`src/pkg/fpec_pkg.sv`:
```
package fpec_pkg;
  // Command codes
  localparam logic [7:0] CMD_LOCK = 8'h00;
  localparam logic [7:0] CMD_UNLOCK1 = 8'h73;
  localparam logic [7:0] CMD_UNLOCK2 = 8'h8c;
  localparam logic [7:0] CMD_PAGE_ERASE = 8'h95;
  localparam logic [7:0] CMD_MASS_ERASE = 8'h63;
  // Register indices; byte address is four times the index
  localparam logic [7:0] IDX_CMD = 8'h60;
  localparam logic [7:0] IDX_CTRL = 8'h61;
  localparam logic [7:0] IDX_SECT = 8'h62;
  localparam logic [7:0] IDX_PAGE = 8'h63;
  localparam logic [7:0] IDX_FREQ = 8'h64;
  localparam logic [7:0] IDX_OPT = 8'h65;
  localparam logic [11:0] ADDR_CMD = {2'b00, IDX_CMD, 2'b00};
  localparam logic [11:0] ADDR_CTRL = {2'b00, IDX_CTRL, 2'b00};
  localparam logic [11:0] ADDR_SECT = {2'b00, IDX_SECT, 2'b00};
  localparam logic [11:0] ADDR_PAGE = {2'b00, IDX_PAGE, 2'b00};
  localparam logic [11:0] ADDR_FREQ = {2'b00, IDX_FREQ, 2'b00};
  localparam logic [11:0] ADDR_OPT = {2'b00, IDX_OPT, 2'b00};
  // Field positions
  localparam int STAT_UNLOCK_BIT = 7;
  localparam int CTRL_INFO_BIT = 7;
  localparam int OPT_WP_BIT = 0;
  localparam int OPT_RP_BIT = 1;
  localparam int OPT_BYP_BIT = 2;
  // Status codes of the six-bit state field
  localparam logic [5:0] STAT_IDLE = 6'h00;
  localparam logic [5:0] STAT_PROG = 6'h08;
  localparam logic [5:0] STAT_PAGE = 6'h10;
  localparam logic [5:0] STAT_MASS = 6'h20;
  // Reset values
  localparam logic [7:0] SECT_RST = 8'h00;
  localparam logic [15:0] PAGE_RST = 16'h0000;
  localparam logic [15:0] FREQ_RST = 16'h0000;
  localparam logic [15:0] ERASED_WORD = 16'hffff;
  // Timing: operation times in microseconds; cycles = time_us * khz / 1000, rounded up
  localparam int unsigned PROG_TIME_US = 40;
  localparam int unsigned PAGE_ERASE_TIME_US = 10000;
  localparam int unsigned MASS_ERASE_TIME_US = 10000;
  localparam int unsigned KHZ_US_DIV = 1000;
  // Operation kinds for the timer
  localparam logic [1:0] OP_PROG = 2'h0;
  localparam logic [1:0] OP_PAGE = 2'h1;
  localparam logic [1:0] OP_MASS = 2'h2;
  typedef enum logic [2:0] {
    ST_LOCKED, ST_PAGE_SET, ST_FIRST_KEY, ST_UNLOCKED, ST_PROG, ST_PAGE_ERASE, ST_MASS_ERASE
  } fpec_state_e;
endpackage

```
`src/hdl/fpec_sync.sv`:
```
`timescale 1ns/1ps
module fpec_sync #(
  parameter int W = 1
) (
  input wire logic pclk, // System clock
  input wire logic presetn, // Async reset, active low
  input wire logic [W-1:0] d, // Asynchronous input
  output logic [W-1:0] q // Synchronised output
);
  logic [W-1:0] meta;

  always_ff @(posedge pclk or negedge presetn)
  begin
    if (!presetn)
    begin
      meta <= '0;
      q <= '0;
    end
    else
    begin
      meta <= d;
      q <= meta;
    end
  end
endmodule

```
`src/hdl/fpec_op_timer.sv`:
```
`timescale 1ns/1ps
module fpec_op_timer #(
  parameter int unsigned PROG_US = fpec_pkg::PROG_TIME_US,
  parameter int unsigned PAGE_US = fpec_pkg::PAGE_ERASE_TIME_US,
  parameter int unsigned MASS_US = fpec_pkg::MASS_ERASE_TIME_US
) (
  input wire logic pclk, // System clock
  input wire logic presetn, // Async reset, active low
  input wire logic start, // One-cycle start pulse
  input wire logic [1:0] kind, // Operation kind
  input wire logic [15:0] khz, // Clock frequency in kHz
  output logic done // One-cycle pulse at the end of the operation
);
  logic [31:0] time_us;
  logic [47:0] need;
  logic [31:0] cycles;
  logic [31:0] cnt;
  logic running;

  // Least time, so the cycle count rounds up; never below one cycle
  always_comb
  begin
    unique case (kind)
      fpec_pkg::OP_PROG: time_us = 32'(PROG_US);
      fpec_pkg::OP_PAGE: time_us = 32'(PAGE_US);
      default: time_us = 32'(MASS_US);
    endcase
    need = (48'(time_us) * 48'(khz) + 48'(fpec_pkg::KHZ_US_DIV - 1))
      / 48'(fpec_pkg::KHZ_US_DIV);
    cycles = (need == 48'h0) ? 32'h1 : need[31:0];
  end

  always_ff @(posedge pclk or negedge presetn)
  begin
    if (!presetn)
    begin
      cnt <= 32'h0;
      running <= 1'b0;
      done <= 1'b0;
    end
    else
    begin
      done <= 1'b0;
      if (start)
      begin
        cnt <= cycles;
        running <= 1'b1;
      end
      else if (running)
      begin
        if (cnt == 32'h1)
        begin
          running <= 1'b0;
          done <= 1'b1;
        end
        cnt <= cnt - 32'h1;
      end
    end
  end
endmodule

```
`src/hdl/fpec_top.sv`:
```
`timescale 1ns/1ps
// Functional notes
// - Reset leaves the controller locked; nothing is programmed or erased.
// - Any out-of-sequence command or page-select write relocks the controller.
// - Unlock is page select, then command 73H, then command 8CH.
// - Read-protect option hides user code from debugger and bypass reads.
// - Sector protect clears at reset; user writes only set bits.
// - Write-protect option blocks every user program and erase.
// - Unlocked, a word write inside the selected page programs that word.
// - Programming is by 16-bit word; a lone byte waits for its partner.
// - Reads stall and interrupts wait while programming runs.
// - Command 00H ends programming and relocks.
// - User writes outside the selected page or in protected sectors are ignored.
// - After unlock, command 95H erases the selected 2 KB page.
// - Page erase stalls reads, defers interrupts, then relocks on completion.
// - User page erase only proceeds in a sector whose protect bit is clear.
// - User code can never start a whole-array erase.
// - Bypass mode hands array control signals to general-purpose pins.
// - Debugger skips unlock, protect bits, option write-protect and page limit.
// - Debugger may write sector protect bits to zero or one.
// - Debugger may write page select while unlocked; whole-array erase allowed.
// - Command 63H is whole-array erase; unknown codes lock the controller.
// - Status shows idle, programming, page or mass erase, plus unlock bit.
module fpec_top #(
  parameter int unsigned PROG_TIME_US = fpec_pkg::PROG_TIME_US,
  parameter int unsigned PAGE_ERASE_TIME_US = fpec_pkg::PAGE_ERASE_TIME_US,
  parameter int unsigned MASS_ERASE_TIME_US = fpec_pkg::MASS_ERASE_TIME_US,
  parameter int PAGE_W = 6,
  parameter int PAGE_WORDS_LOG2 = 10,
  parameter int SECT_SHIFT = 3
) (
  input wire logic pclk, // System clock
  input wire logic presetn, // Async reset, active low
  input wire logic psel, // APB select
  input wire logic penable, // APB enable
  input wire logic pwrite, // APB direction
  input wire logic [11:0] paddr, // APB byte address
  input wire logic [31:0] pwdata, // APB write data
  output logic [31:0] prdata, // APB read data
  output logic pready, // APB ready
  output logic pslverr, // APB error on unmapped address
  input wire logic dbg_access, // Register access comes from the debugger
  input wire logic wp_option, // Write-protect option bit
  input wire logic rp_option, // Read-protect option bit
  input wire logic mem_we, // Program memory write strobe
  input wire logic mem_dbg, // Memory write comes from the debugger
  input wire logic [15:0] mem_waddr, // Program memory word address
  input wire logic [15:0] mem_wdata, // Program memory write data
  input wire logic [1:0] mem_be, // Byte enables, bit 0 low byte
  output logic mem_wait, // Flash reads and fetches held in wait
  output logic irq_hold, // Interrupt service deferred
  output logic info_sel, // Information area selected
  output logic [15:0] fl_addr, // Array word address
  output logic [15:0] fl_wdata, // Array program data
  output logic fl_prog, // Array program strobe
  output logic fl_erase, // Array page erase strobe
  output logic fl_mass, // Array mass erase strobe
  input wire logic [15:0] fl_rdata, // Array read data
  output logic [15:0] dbg_rdata, // Read data toward the debugger
  input wire logic bypass_pin, // Bypass mode select pin
  input wire logic byp_prog_pin, // Bypass program pin
  input wire logic byp_erase_pin, // Bypass page erase pin
  input wire logic byp_mass_pin, // Bypass mass erase pin
  input wire logic [15:0] byp_addr_pin, // Bypass address pins
  input wire logic [15:0] byp_wdata_pin, // Bypass data pins
  output logic [15:0] byp_rdata // Read data toward bypass pins
);
  fpec_pkg::fpec_state_e state;
  logic [7:0] sect;
  logic [15:0] page;
  logic [15:0] freq_khz;
  logic ret_unlocked;
  logic pend_valid;
  logic pend_hi;
  logic [15:0] pend_addr;
  logic [7:0] pend_byte;
  logic op_done;
  logic op_start;
  logic [1:0] op_kind;
  logic [35:0] byp_sync;
  logic bypass;
  logic wr_acc;
  logic cmd_wr;
  logic page_wr;
  logic sect_wr;
  logic busy;
  logic [7:0] cmd;
  logic [PAGE_W-1:0] page_sel;
  logic page_sect_prot;
  logic word_full;
  logic [15:0] word_data;
  logic prog_ok;
  logic prog_start;
  logic erase_start;
  logic mass_start;
  logic [5:0] stat_code;
  logic unlock_flag;
  logic mapped;

  fpec_sync #(.W(36)) u_byp_sync (
    .pclk(pclk),
    .presetn(presetn),
    .d({bypass_pin, byp_prog_pin, byp_erase_pin, byp_mass_pin, byp_addr_pin, byp_wdata_pin}),
    .q(byp_sync)
  );
  assign bypass = byp_sync[35];

  fpec_op_timer #(
    .PROG_US(PROG_TIME_US),
    .PAGE_US(PAGE_ERASE_TIME_US),
    .MASS_US(MASS_ERASE_TIME_US)
  ) u_timer (
    .pclk(pclk),
    .presetn(presetn),
    .start(op_start),
    .kind(op_kind),
    .khz(freq_khz),
    .done(op_done)
  );

  always_comb
  begin
    wr_acc = psel && penable && pwrite && pready;
    cmd_wr = wr_acc && (paddr == fpec_pkg::ADDR_CMD);
    page_wr = wr_acc && (paddr == fpec_pkg::ADDR_PAGE);
    sect_wr = wr_acc && (paddr == fpec_pkg::ADDR_SECT);
    cmd = pwdata[7:0];
    busy = (state == fpec_pkg::ST_PROG) || (state == fpec_pkg::ST_PAGE_ERASE)
      || (state == fpec_pkg::ST_MASS_ERASE);
    page_sel = page[PAGE_W-1:0];
    page_sect_prot = sect[3'(page_sel >> SECT_SHIFT)];
    mapped = (paddr == fpec_pkg::ADDR_CMD) || (paddr == fpec_pkg::ADDR_CTRL)
      || (paddr == fpec_pkg::ADDR_SECT) || (paddr == fpec_pkg::ADDR_PAGE)
      || (paddr == fpec_pkg::ADDR_FREQ) || (paddr == fpec_pkg::ADDR_OPT);
  end

  // Word assembly: full word, or a lone byte meeting its partner
  always_comb
  begin
    word_full = 1'b0;
    word_data = mem_wdata;
    if (mem_be == 2'b11)
      word_full = 1'b1;
    else if (pend_valid && (pend_addr == mem_waddr) && (pend_hi != mem_be[1]) && (mem_be != 2'b00))
    begin
      word_full = 1'b1;
      word_data = pend_hi ? {pend_byte, mem_wdata[7:0]} : {mem_wdata[15:8], pend_byte};
    end
  end

  // Program permission: the debugger ignores lock, page and protection
  always_comb
  begin
    if (mem_dbg)
      prog_ok = !busy;
    else
      prog_ok = (state == fpec_pkg::ST_UNLOCKED) && !wp_option
        && (mem_waddr[PAGE_WORDS_LOG2 +: PAGE_W] == page_sel)
        && !page_sect_prot;
    prog_start = mem_we && !bypass && word_full && prog_ok;
  end

  always_comb
  begin
    erase_start = 1'b0;
    mass_start = 1'b0;
    if (cmd_wr && !busy)
    begin
      if (dbg_access)
      begin
        erase_start = (cmd == fpec_pkg::CMD_PAGE_ERASE);
        mass_start = (cmd == fpec_pkg::CMD_MASS_ERASE);
      end
      else
      begin
        erase_start = (state == fpec_pkg::ST_UNLOCKED) && (cmd == fpec_pkg::CMD_PAGE_ERASE)
          && !wp_option && !page_sect_prot;
      end
    end
    op_start = prog_start || erase_start || mass_start;
    op_kind = mass_start ? fpec_pkg::OP_MASS
      : (erase_start ? fpec_pkg::OP_PAGE : fpec_pkg::OP_PROG);
  end

  // Controller sequence
  always_ff @(posedge pclk or negedge presetn)
  begin
    if (!presetn)
    begin
      state <= fpec_pkg::ST_LOCKED;
      ret_unlocked <= 1'b0;
    end
    else if (busy)
    begin
      if (op_done)
      begin
        if (state == fpec_pkg::ST_PROG && ret_unlocked)
          state <= fpec_pkg::ST_UNLOCKED;
        else
          state <= fpec_pkg::ST_LOCKED;
      end
    end
    else if (prog_start)
    begin
      ret_unlocked <= (state == fpec_pkg::ST_UNLOCKED);
      state <= fpec_pkg::ST_PROG;
    end
    else if (erase_start)
      state <= fpec_pkg::ST_PAGE_ERASE;
    else if (mass_start)
      state <= fpec_pkg::ST_MASS_ERASE;
    else if (page_wr)
    begin
      if (state == fpec_pkg::ST_UNLOCKED && dbg_access)
        state <= fpec_pkg::ST_UNLOCKED;
      else if (state == fpec_pkg::ST_LOCKED || state == fpec_pkg::ST_PAGE_SET)
        state <= fpec_pkg::ST_PAGE_SET;
      else
        state <= fpec_pkg::ST_LOCKED;
    end
    else if (cmd_wr)
    begin
      if (state == fpec_pkg::ST_PAGE_SET && cmd == fpec_pkg::CMD_UNLOCK1)
        state <= fpec_pkg::ST_FIRST_KEY;
      else if (state == fpec_pkg::ST_FIRST_KEY && cmd == fpec_pkg::CMD_UNLOCK2)
        state <= fpec_pkg::ST_UNLOCKED;
      else
        state <= fpec_pkg::ST_LOCKED;
    end
  end

  // Lone byte held until its partner arrives; a byte of another word replaces it
  always_ff @(posedge pclk or negedge presetn)
  begin
    if (!presetn)
    begin
      pend_valid <= 1'b0;
      pend_hi <= 1'b0;
      pend_addr <= 16'h0000;
      pend_byte <= 8'h00;
    end
    else if (mem_we && !busy && !bypass)
    begin
      if (word_full)
        pend_valid <= 1'b0;
      else if (mem_be != 2'b00)
      begin
        pend_valid <= 1'b1;
        pend_hi <= mem_be[1];
        pend_addr <= mem_waddr;
        pend_byte <= mem_be[1] ? mem_wdata[15:8] : mem_wdata[7:0];
      end
    end
  end

  // Array drive; bypass hands the strobes to the pins
  always_ff @(posedge pclk or negedge presetn)
  begin
    if (!presetn)
    begin
      fl_addr <= 16'h0000;
      fl_wdata <= fpec_pkg::ERASED_WORD;
      fl_prog <= 1'b0;
      fl_erase <= 1'b0;
      fl_mass <= 1'b0;
    end
    else if (bypass)
    begin
      fl_prog <= byp_sync[34];
      fl_erase <= byp_sync[33];
      fl_mass <= byp_sync[32];
      fl_addr <= byp_sync[31:16];
      fl_wdata <= byp_sync[15:0];
    end
    else
    begin
      if (prog_start)
      begin
        fl_addr <= mem_waddr;
        fl_wdata <= word_data;
      end
      else if (erase_start)
        fl_addr <= 16'(page_sel) << PAGE_WORDS_LOG2;
      fl_prog <= prog_start || (state == fpec_pkg::ST_PROG && !op_done);
      fl_erase <= erase_start || (state == fpec_pkg::ST_PAGE_ERASE && !op_done);
      fl_mass <= mass_start || (state == fpec_pkg::ST_MASS_ERASE && !op_done);
    end
  end

  // Stall and interrupt hold follow the running operation
  always_ff @(posedge pclk or negedge presetn)
  begin
    if (!presetn)
    begin
      mem_wait <= 1'b0;
      irq_hold <= 1'b0;
    end
    else
    begin
      mem_wait <= op_start || (busy && !op_done);
      irq_hold <= op_start || (busy && !op_done);
    end
  end

  // Read-protect hides array data from the debugger and the bypass pins
  always_ff @(posedge pclk or negedge presetn)
  begin
    if (!presetn)
    begin
      dbg_rdata <= 16'h0000;
      byp_rdata <= 16'h0000;
    end
    else
    begin
      dbg_rdata <= rp_option ? 16'h0000 : fl_rdata;
      byp_rdata <= (rp_option || !bypass) ? 16'h0000 : fl_rdata;
    end
  end

  // Software-written registers
  always_ff @(posedge pclk or negedge presetn)
  begin
    if (!presetn)
    begin
      sect <= fpec_pkg::SECT_RST;
      page <= fpec_pkg::PAGE_RST;
      freq_khz <= fpec_pkg::FREQ_RST;
      info_sel <= 1'b0;
    end
    else
    begin
      if (sect_wr)
        sect <= dbg_access ? pwdata[7:0] : (sect | pwdata[7:0]);
      // The page register is only loaded when the sequence allows it
      if (page_wr && !busy && (state != fpec_pkg::ST_UNLOCKED || dbg_access))
        page <= pwdata[15:0];
      if (wr_acc && paddr == fpec_pkg::ADDR_FREQ)
        freq_khz <= pwdata[15:0];
      if (wr_acc && paddr == fpec_pkg::ADDR_CTRL)
        info_sel <= pwdata[fpec_pkg::CTRL_INFO_BIT];
    end
  end

  always_comb
  begin
    unique case (state)
      fpec_pkg::ST_PROG: stat_code = fpec_pkg::STAT_PROG;
      fpec_pkg::ST_PAGE_ERASE: stat_code = fpec_pkg::STAT_PAGE;
      fpec_pkg::ST_MASS_ERASE: stat_code = fpec_pkg::STAT_MASS;
      default: stat_code = fpec_pkg::STAT_IDLE;
    endcase
    unlock_flag = (state == fpec_pkg::ST_UNLOCKED) || (state == fpec_pkg::ST_PROG && ret_unlocked);
  end

  // APB: data captured in the setup cycle so the access cycle ends at once
  always_ff @(posedge pclk or negedge presetn)
  begin
    if (!presetn)
    begin
      prdata <= 32'h0000_0000;
      pready <= 1'b0;
      pslverr <= 1'b0;
    end
    else
    begin
      pready <= psel && !penable;
      pslverr <= psel && !penable && !mapped;
      prdata <= 32'h0000_0000;
      if (psel && !penable && !pwrite)
      begin
        unique case (paddr)
          fpec_pkg::ADDR_CMD:
            prdata[7:0] <= {unlock_flag, 1'b0, stat_code};
          fpec_pkg::ADDR_CTRL: prdata[fpec_pkg::CTRL_INFO_BIT] <= info_sel;
          fpec_pkg::ADDR_SECT: prdata[7:0] <= sect;
          fpec_pkg::ADDR_PAGE: prdata[15:0] <= page;
          fpec_pkg::ADDR_FREQ: prdata[15:0] <= freq_khz;
          fpec_pkg::ADDR_OPT:
            prdata[2:0] <= {bypass, rp_option, wp_option};
          default: prdata <= 32'h0000_0000;
        endcase
      end
    end
  end
endmodule

```
`config.mk`:
```
export PLATFORM = sky130hd
export DESIGN_NAME = fpec_top
export DESIGN_NICKNAME = d
export VERILOG_FILES = /design/src/pkg/fpec_pkg.sv /design/src/hdl/fpec_sync.sv /design/src/hdl/fpec_op_timer.sv /design/src/hdl/fpec_top.sv
export SDC_FILE = /design/constraint.sdc
export NUM_CORES = 1
export LEC_CHECK = 0
export BUFFER_PORTS_ARGS = -buffer_cell sky130_fd_sc_hd__buf_2
export CORE_MARGIN = 8
export CORE_UTILIZATION = 42
export CTS_CLUSTER_SIZE = 28
export DETAILED_ROUTE_END_ITERATION = 10
export GPL_TIMING_DRIVEN = 0
export SYNTH_ARGS = -nofsm -noshare
export SYNTH_HDL_FRONTEND = slang
export SYNTH_SLANG_ARGS = --single-unit
```
`constraint.sdc`:
```
create_clock -name pclk -period 65.8 [get_ports pclk]
set_input_delay 13.16 -clock pclk [delete_from_list [all_inputs] [get_ports pclk]]
set_output_delay 13.16 -clock pclk [all_outputs]
set_load 0.05 [all_outputs]
```
==> flow_summary.json <==
{
  "crit_buf_inv": 10,
  "worst_pin_slew_ns": 1.17,
  "grt_first_pass_wirelength_um": 103000,
  "reg2reg_depth": 81,
  "synth_cell_types": 151,
  "startpoint": "paddr[9]",
  "clock_latency_ns": 0.55,
  "cts_max_path_buffers": 3,
  "endpoint": "u_timer.cnt[0]",
  "synth_enable_flop_cells": 0,
  "routed_wl_um": 64400,
  "core-area_sq_um": 53600,
  "grt_pass1_vias": 19600,
  "nets": 3051,
  "post-cts-setup-buffers": 0,
  "ys.flop_type": "dfrtp_1",
  "die_h_um": 248,
  "avgSynthCellArea_sq_um": 9.22,
  "drt-wirelength-per-cell_um": 18.6,
  "p_leak_uw": 0.0120,
  "gp_congestion": 0.861,
  "crit_fanout": 10,
  "io_buffers": 210,
  "hold_class": "flop to flop",
  "ir_worst_vdd_mv": 0.0195,
  "synth_seq_cells": 263,
  "grt_usage_pct": 20.3,
  "std_cell_rows": 85,
  "r2r_end": "u_timer.cnt[0]",
  "setup-tns-final_ns": 0,
  "drc": 0,
  "vias_per_cell": 5.68,
  "skew_ns": 0.0129,
  "numClockSinks": 263,
  "cts_root_buf": "clkbuf_16",
  "dp_hpwl_um": 52000,
  "rrSetupSlack_ns": 40.15,
  "ctsResizeCount": 0,
  "dieArea_sq_um": 61600,
  "grt_max_degree": 102,
  "drive_gt1_share_pct": 20.1,
  "path_clk_slew_ns": 0.06,
  "async_reset_ff_share_pct": 100,
  "yosysWarnings": 0,
  "grt_antenna_before_repair": 11,
  "setup_viol": 0,
  "dr_total_vias": 19600,
  "cts_buffers": 28,
  "dp_slack_ns": 27.96,
  "slew_violations": 0,
  "slew_headroom_pct": 21.4,
  "die_w_um": 248,
  "initial_core_util_pct": 42.3,
  "crit_family": "compound AO/OA/AOI/OAI gates",
  "area_delta_synth_final_pct": 13.5,
  "outcome": "finished clean",
  "setup_ws_ns": 28.19,
  "max_cap_violations": 0,
  "slowest_stage": "nor2_1",
  "worstSetupPathType": "input port to flop",
  "grt.overflow.total": 0,
  "cp.required_ns": 66.29,
  "cp-end-kind": "flop",
  "first_pass_iters": 7,
  "synth_area_sq_um": 22700,
  "powerDensity_nw_per_um2": 21.4,
  "rsz0062_at_grt": "false",
  "startpoint_type": "input port",
  "htreeDepth": 1,
  "drtIter0Drc": 1208,
  "seq_area_frac_synth_pct": 29.1,
  "ios": 244,
  "path_depth": 81,
  "cp_data_arrival_time_ns": 38.10,
  "hold_viol_final": 0,
  "final_min_period_over_clock_period_pct": 57.2,
  "min_period_ns": 37.61,
  "whs_ns": 0.343,
  "cts_hold_buffers": 0,
  "fmax_ghz": 0.0266,
  "ant_nets": 0,
  "max_stage_delay_ns": 0.89,
  "synthCells": 2456,
  "cts_tree": "done",
  "r2r-start": "page[3]"
}
## report_power, final
| group | internal, uW | switching, uW | total [uW] |
|---|---|---|---|
| combinational | 81.8 | 141 | 223 |
| clock | 91.2 | 67.3 | 159 |
| sequential | 167 | 2.21 | 170 |
## cells in the mapped netlist, drive strengths merged, types with 21 or more instances
cell type | n | share of area [%]
dfrtp | 247 | 27
nor2 | 222 | 3.8
nand2 | 178 | 3.1
ha | 128 | 7.1
o21ai | 125 | 2.9
a21oi | 120 | 2.7
inv | 120 | 2.0
xnor2 | 105 | 4.3
nor3 | 87 | 2.2
and2 | 70 | 1.9
nand3 | 63 | 1.5
mux2 | 62 | 3.1
xor2 | 62 | 2.4
fa | 55 | 4.9
buf | 53 | 1.6
clkbuf | 50 | 0.83
mux2i | 49 | 2.2
nand4 | 37 | 1.1
a21o | 35 | 1.2
or2 | 33 | 0.92
a22oi | 31 | 1.1
a31oi | 31 | 1.1
nor4 | 30 | 0.98
a211oi | 29 | 1.3
o211ai | 27 | 1.0
nor2b | 26 | 0.72
and3 | 25 | 0.69
nand2b | 23 | 0.64
o31ai | 21 | 1.0
or3 | 21 | 0.70
## cell families (layout without fill, tap and decap cells)
logic type	after synthesis	in the layout	share of synthesized area [%]
compound gates	629	629	21.5
xor+xnor	167	167	6.72
fa+ha+maj	189	189	12.2
buf+inv	224	488	4.46
flops	263	263	29.1
mux	114	114	5.60
other cells	2	41	0.0332
simple gates	868	868	20.4
## through the flow
step / cell area (sq um) / power, uW / cells / util, %
after floorplan: 22800 / 343 / 2486 / -
after global placement: 24700 / 388 / 3392 / 46.1
after detailed placement: 24800 / 392 / 3394 / 46.2
after CTS: 25700 / 552 / 3446 / 47.9
after global routing: 25700 / 582 / 3447 / 47.9
final: 25700 / 551 / 3455 / 48.0
## area by class of cell
| type | count | area [sq um] |
|---|---|---|
| plain buffers | 104 | 561 |
| inverters | 120 | 450 |
| clock inverters | 19 | 184 |
| well taps | 696 | 871 |
| diodes | 9 | 22.5 |
| multi-input cells | 1999 | 15200 |
| repair buffers | 212 | 1120 |
| fillers | 5173 | 27900 |
| clock buffers | 33 | 759 |
| flip-flops and latches | 263 | 6600 |
## layout by cell type, fill, tap and decap left out, types with 16 or more instances in the layout
| cell type | count |
|---|---|
| and2_1 | 68 |
| mux2_2 | 60 |
| nor3_1 | 79 |
| inv_1 | 120 |
| nor2_1 | 214 |
| nand2b_1 | 23 |
| conb_1 | 32 |
| or2_2 | 21 |
| fa_1 | 55 |
| clkbuf_16 | 28 |
| a21o_1 | 33 |
| dfrtp_1 | 247 |
| a211oi_1 | 16 |
| a21oi_1 | 115 |
| nor2b_1 | 26 |
| clkbuf_1 | 50 |
| nand3_1 | 60 |
| mux2i_1 | 47 |
| nand2_1 | 172 |
| o211ai_1 | 22 |
| buf_2 | 223 |
| buf_4 | 28 |
| nor4_1 | 26 |
| o21ai_0 | 100 |
| ha_1 | 128 |
| xor2_1 | 61 |
| a22oi_1 | 29 |
| and3_1 | 25 |
| a31oi_1 | 26 |
| o21ai_1 | 19 |
| xnor2_1 | 98 |
| dfstp_2 | 16 |
| nand4_1 | 36 |
## metal layers
layer  GRT usage [%]  up-vias  part of all wire [%]
met2            34.4      497                    48
li1                -     9509                     -
met5               0        -                  0.11
met4            3.70       10                   1.4
met3            3.96       70                   5.6
met1            26.9     9543                    45
## worst min-delay path by stage
stage / from / end / slack [ns] / cells past startpoint
final: u_byp_sync.meta[32] / u_byp_sync.q[32] / 0.34 / 0
after global routing: u_byp_sync.meta[22] / u_byp_sync.q[22] / 0.35 / 0
after CTS: u_byp_sync.meta[34] / u_byp_sync.q[34] / 0.35 / 0
after detailed placement: u_byp_sync.meta[14] / u_byp_sync.q[14] / 0.33 / 0
after global placement: u_byp_sync.meta[32] / u_byp_sync.q[32] / 0.33 / 0
after floorplan: u_byp_sync.meta[0] / u_byp_sync.q[0] / 0.33 / 0
## state kept, by name, summed over array words and instances (netlist names), 3 cells and up
name,cells
fl_wdata,16
u_timer.cnt,32
dbg_rdata,16
fl_addr,16
page,16
prdata,16
sect,8
freq_khz,16
u_byp_sync.q,36
state,3
pend_addr,16
u_byp_sync.meta,36
byp_rdata,16
pend_byte,8
Note: power is estimated with default switching activity, not from simulation.
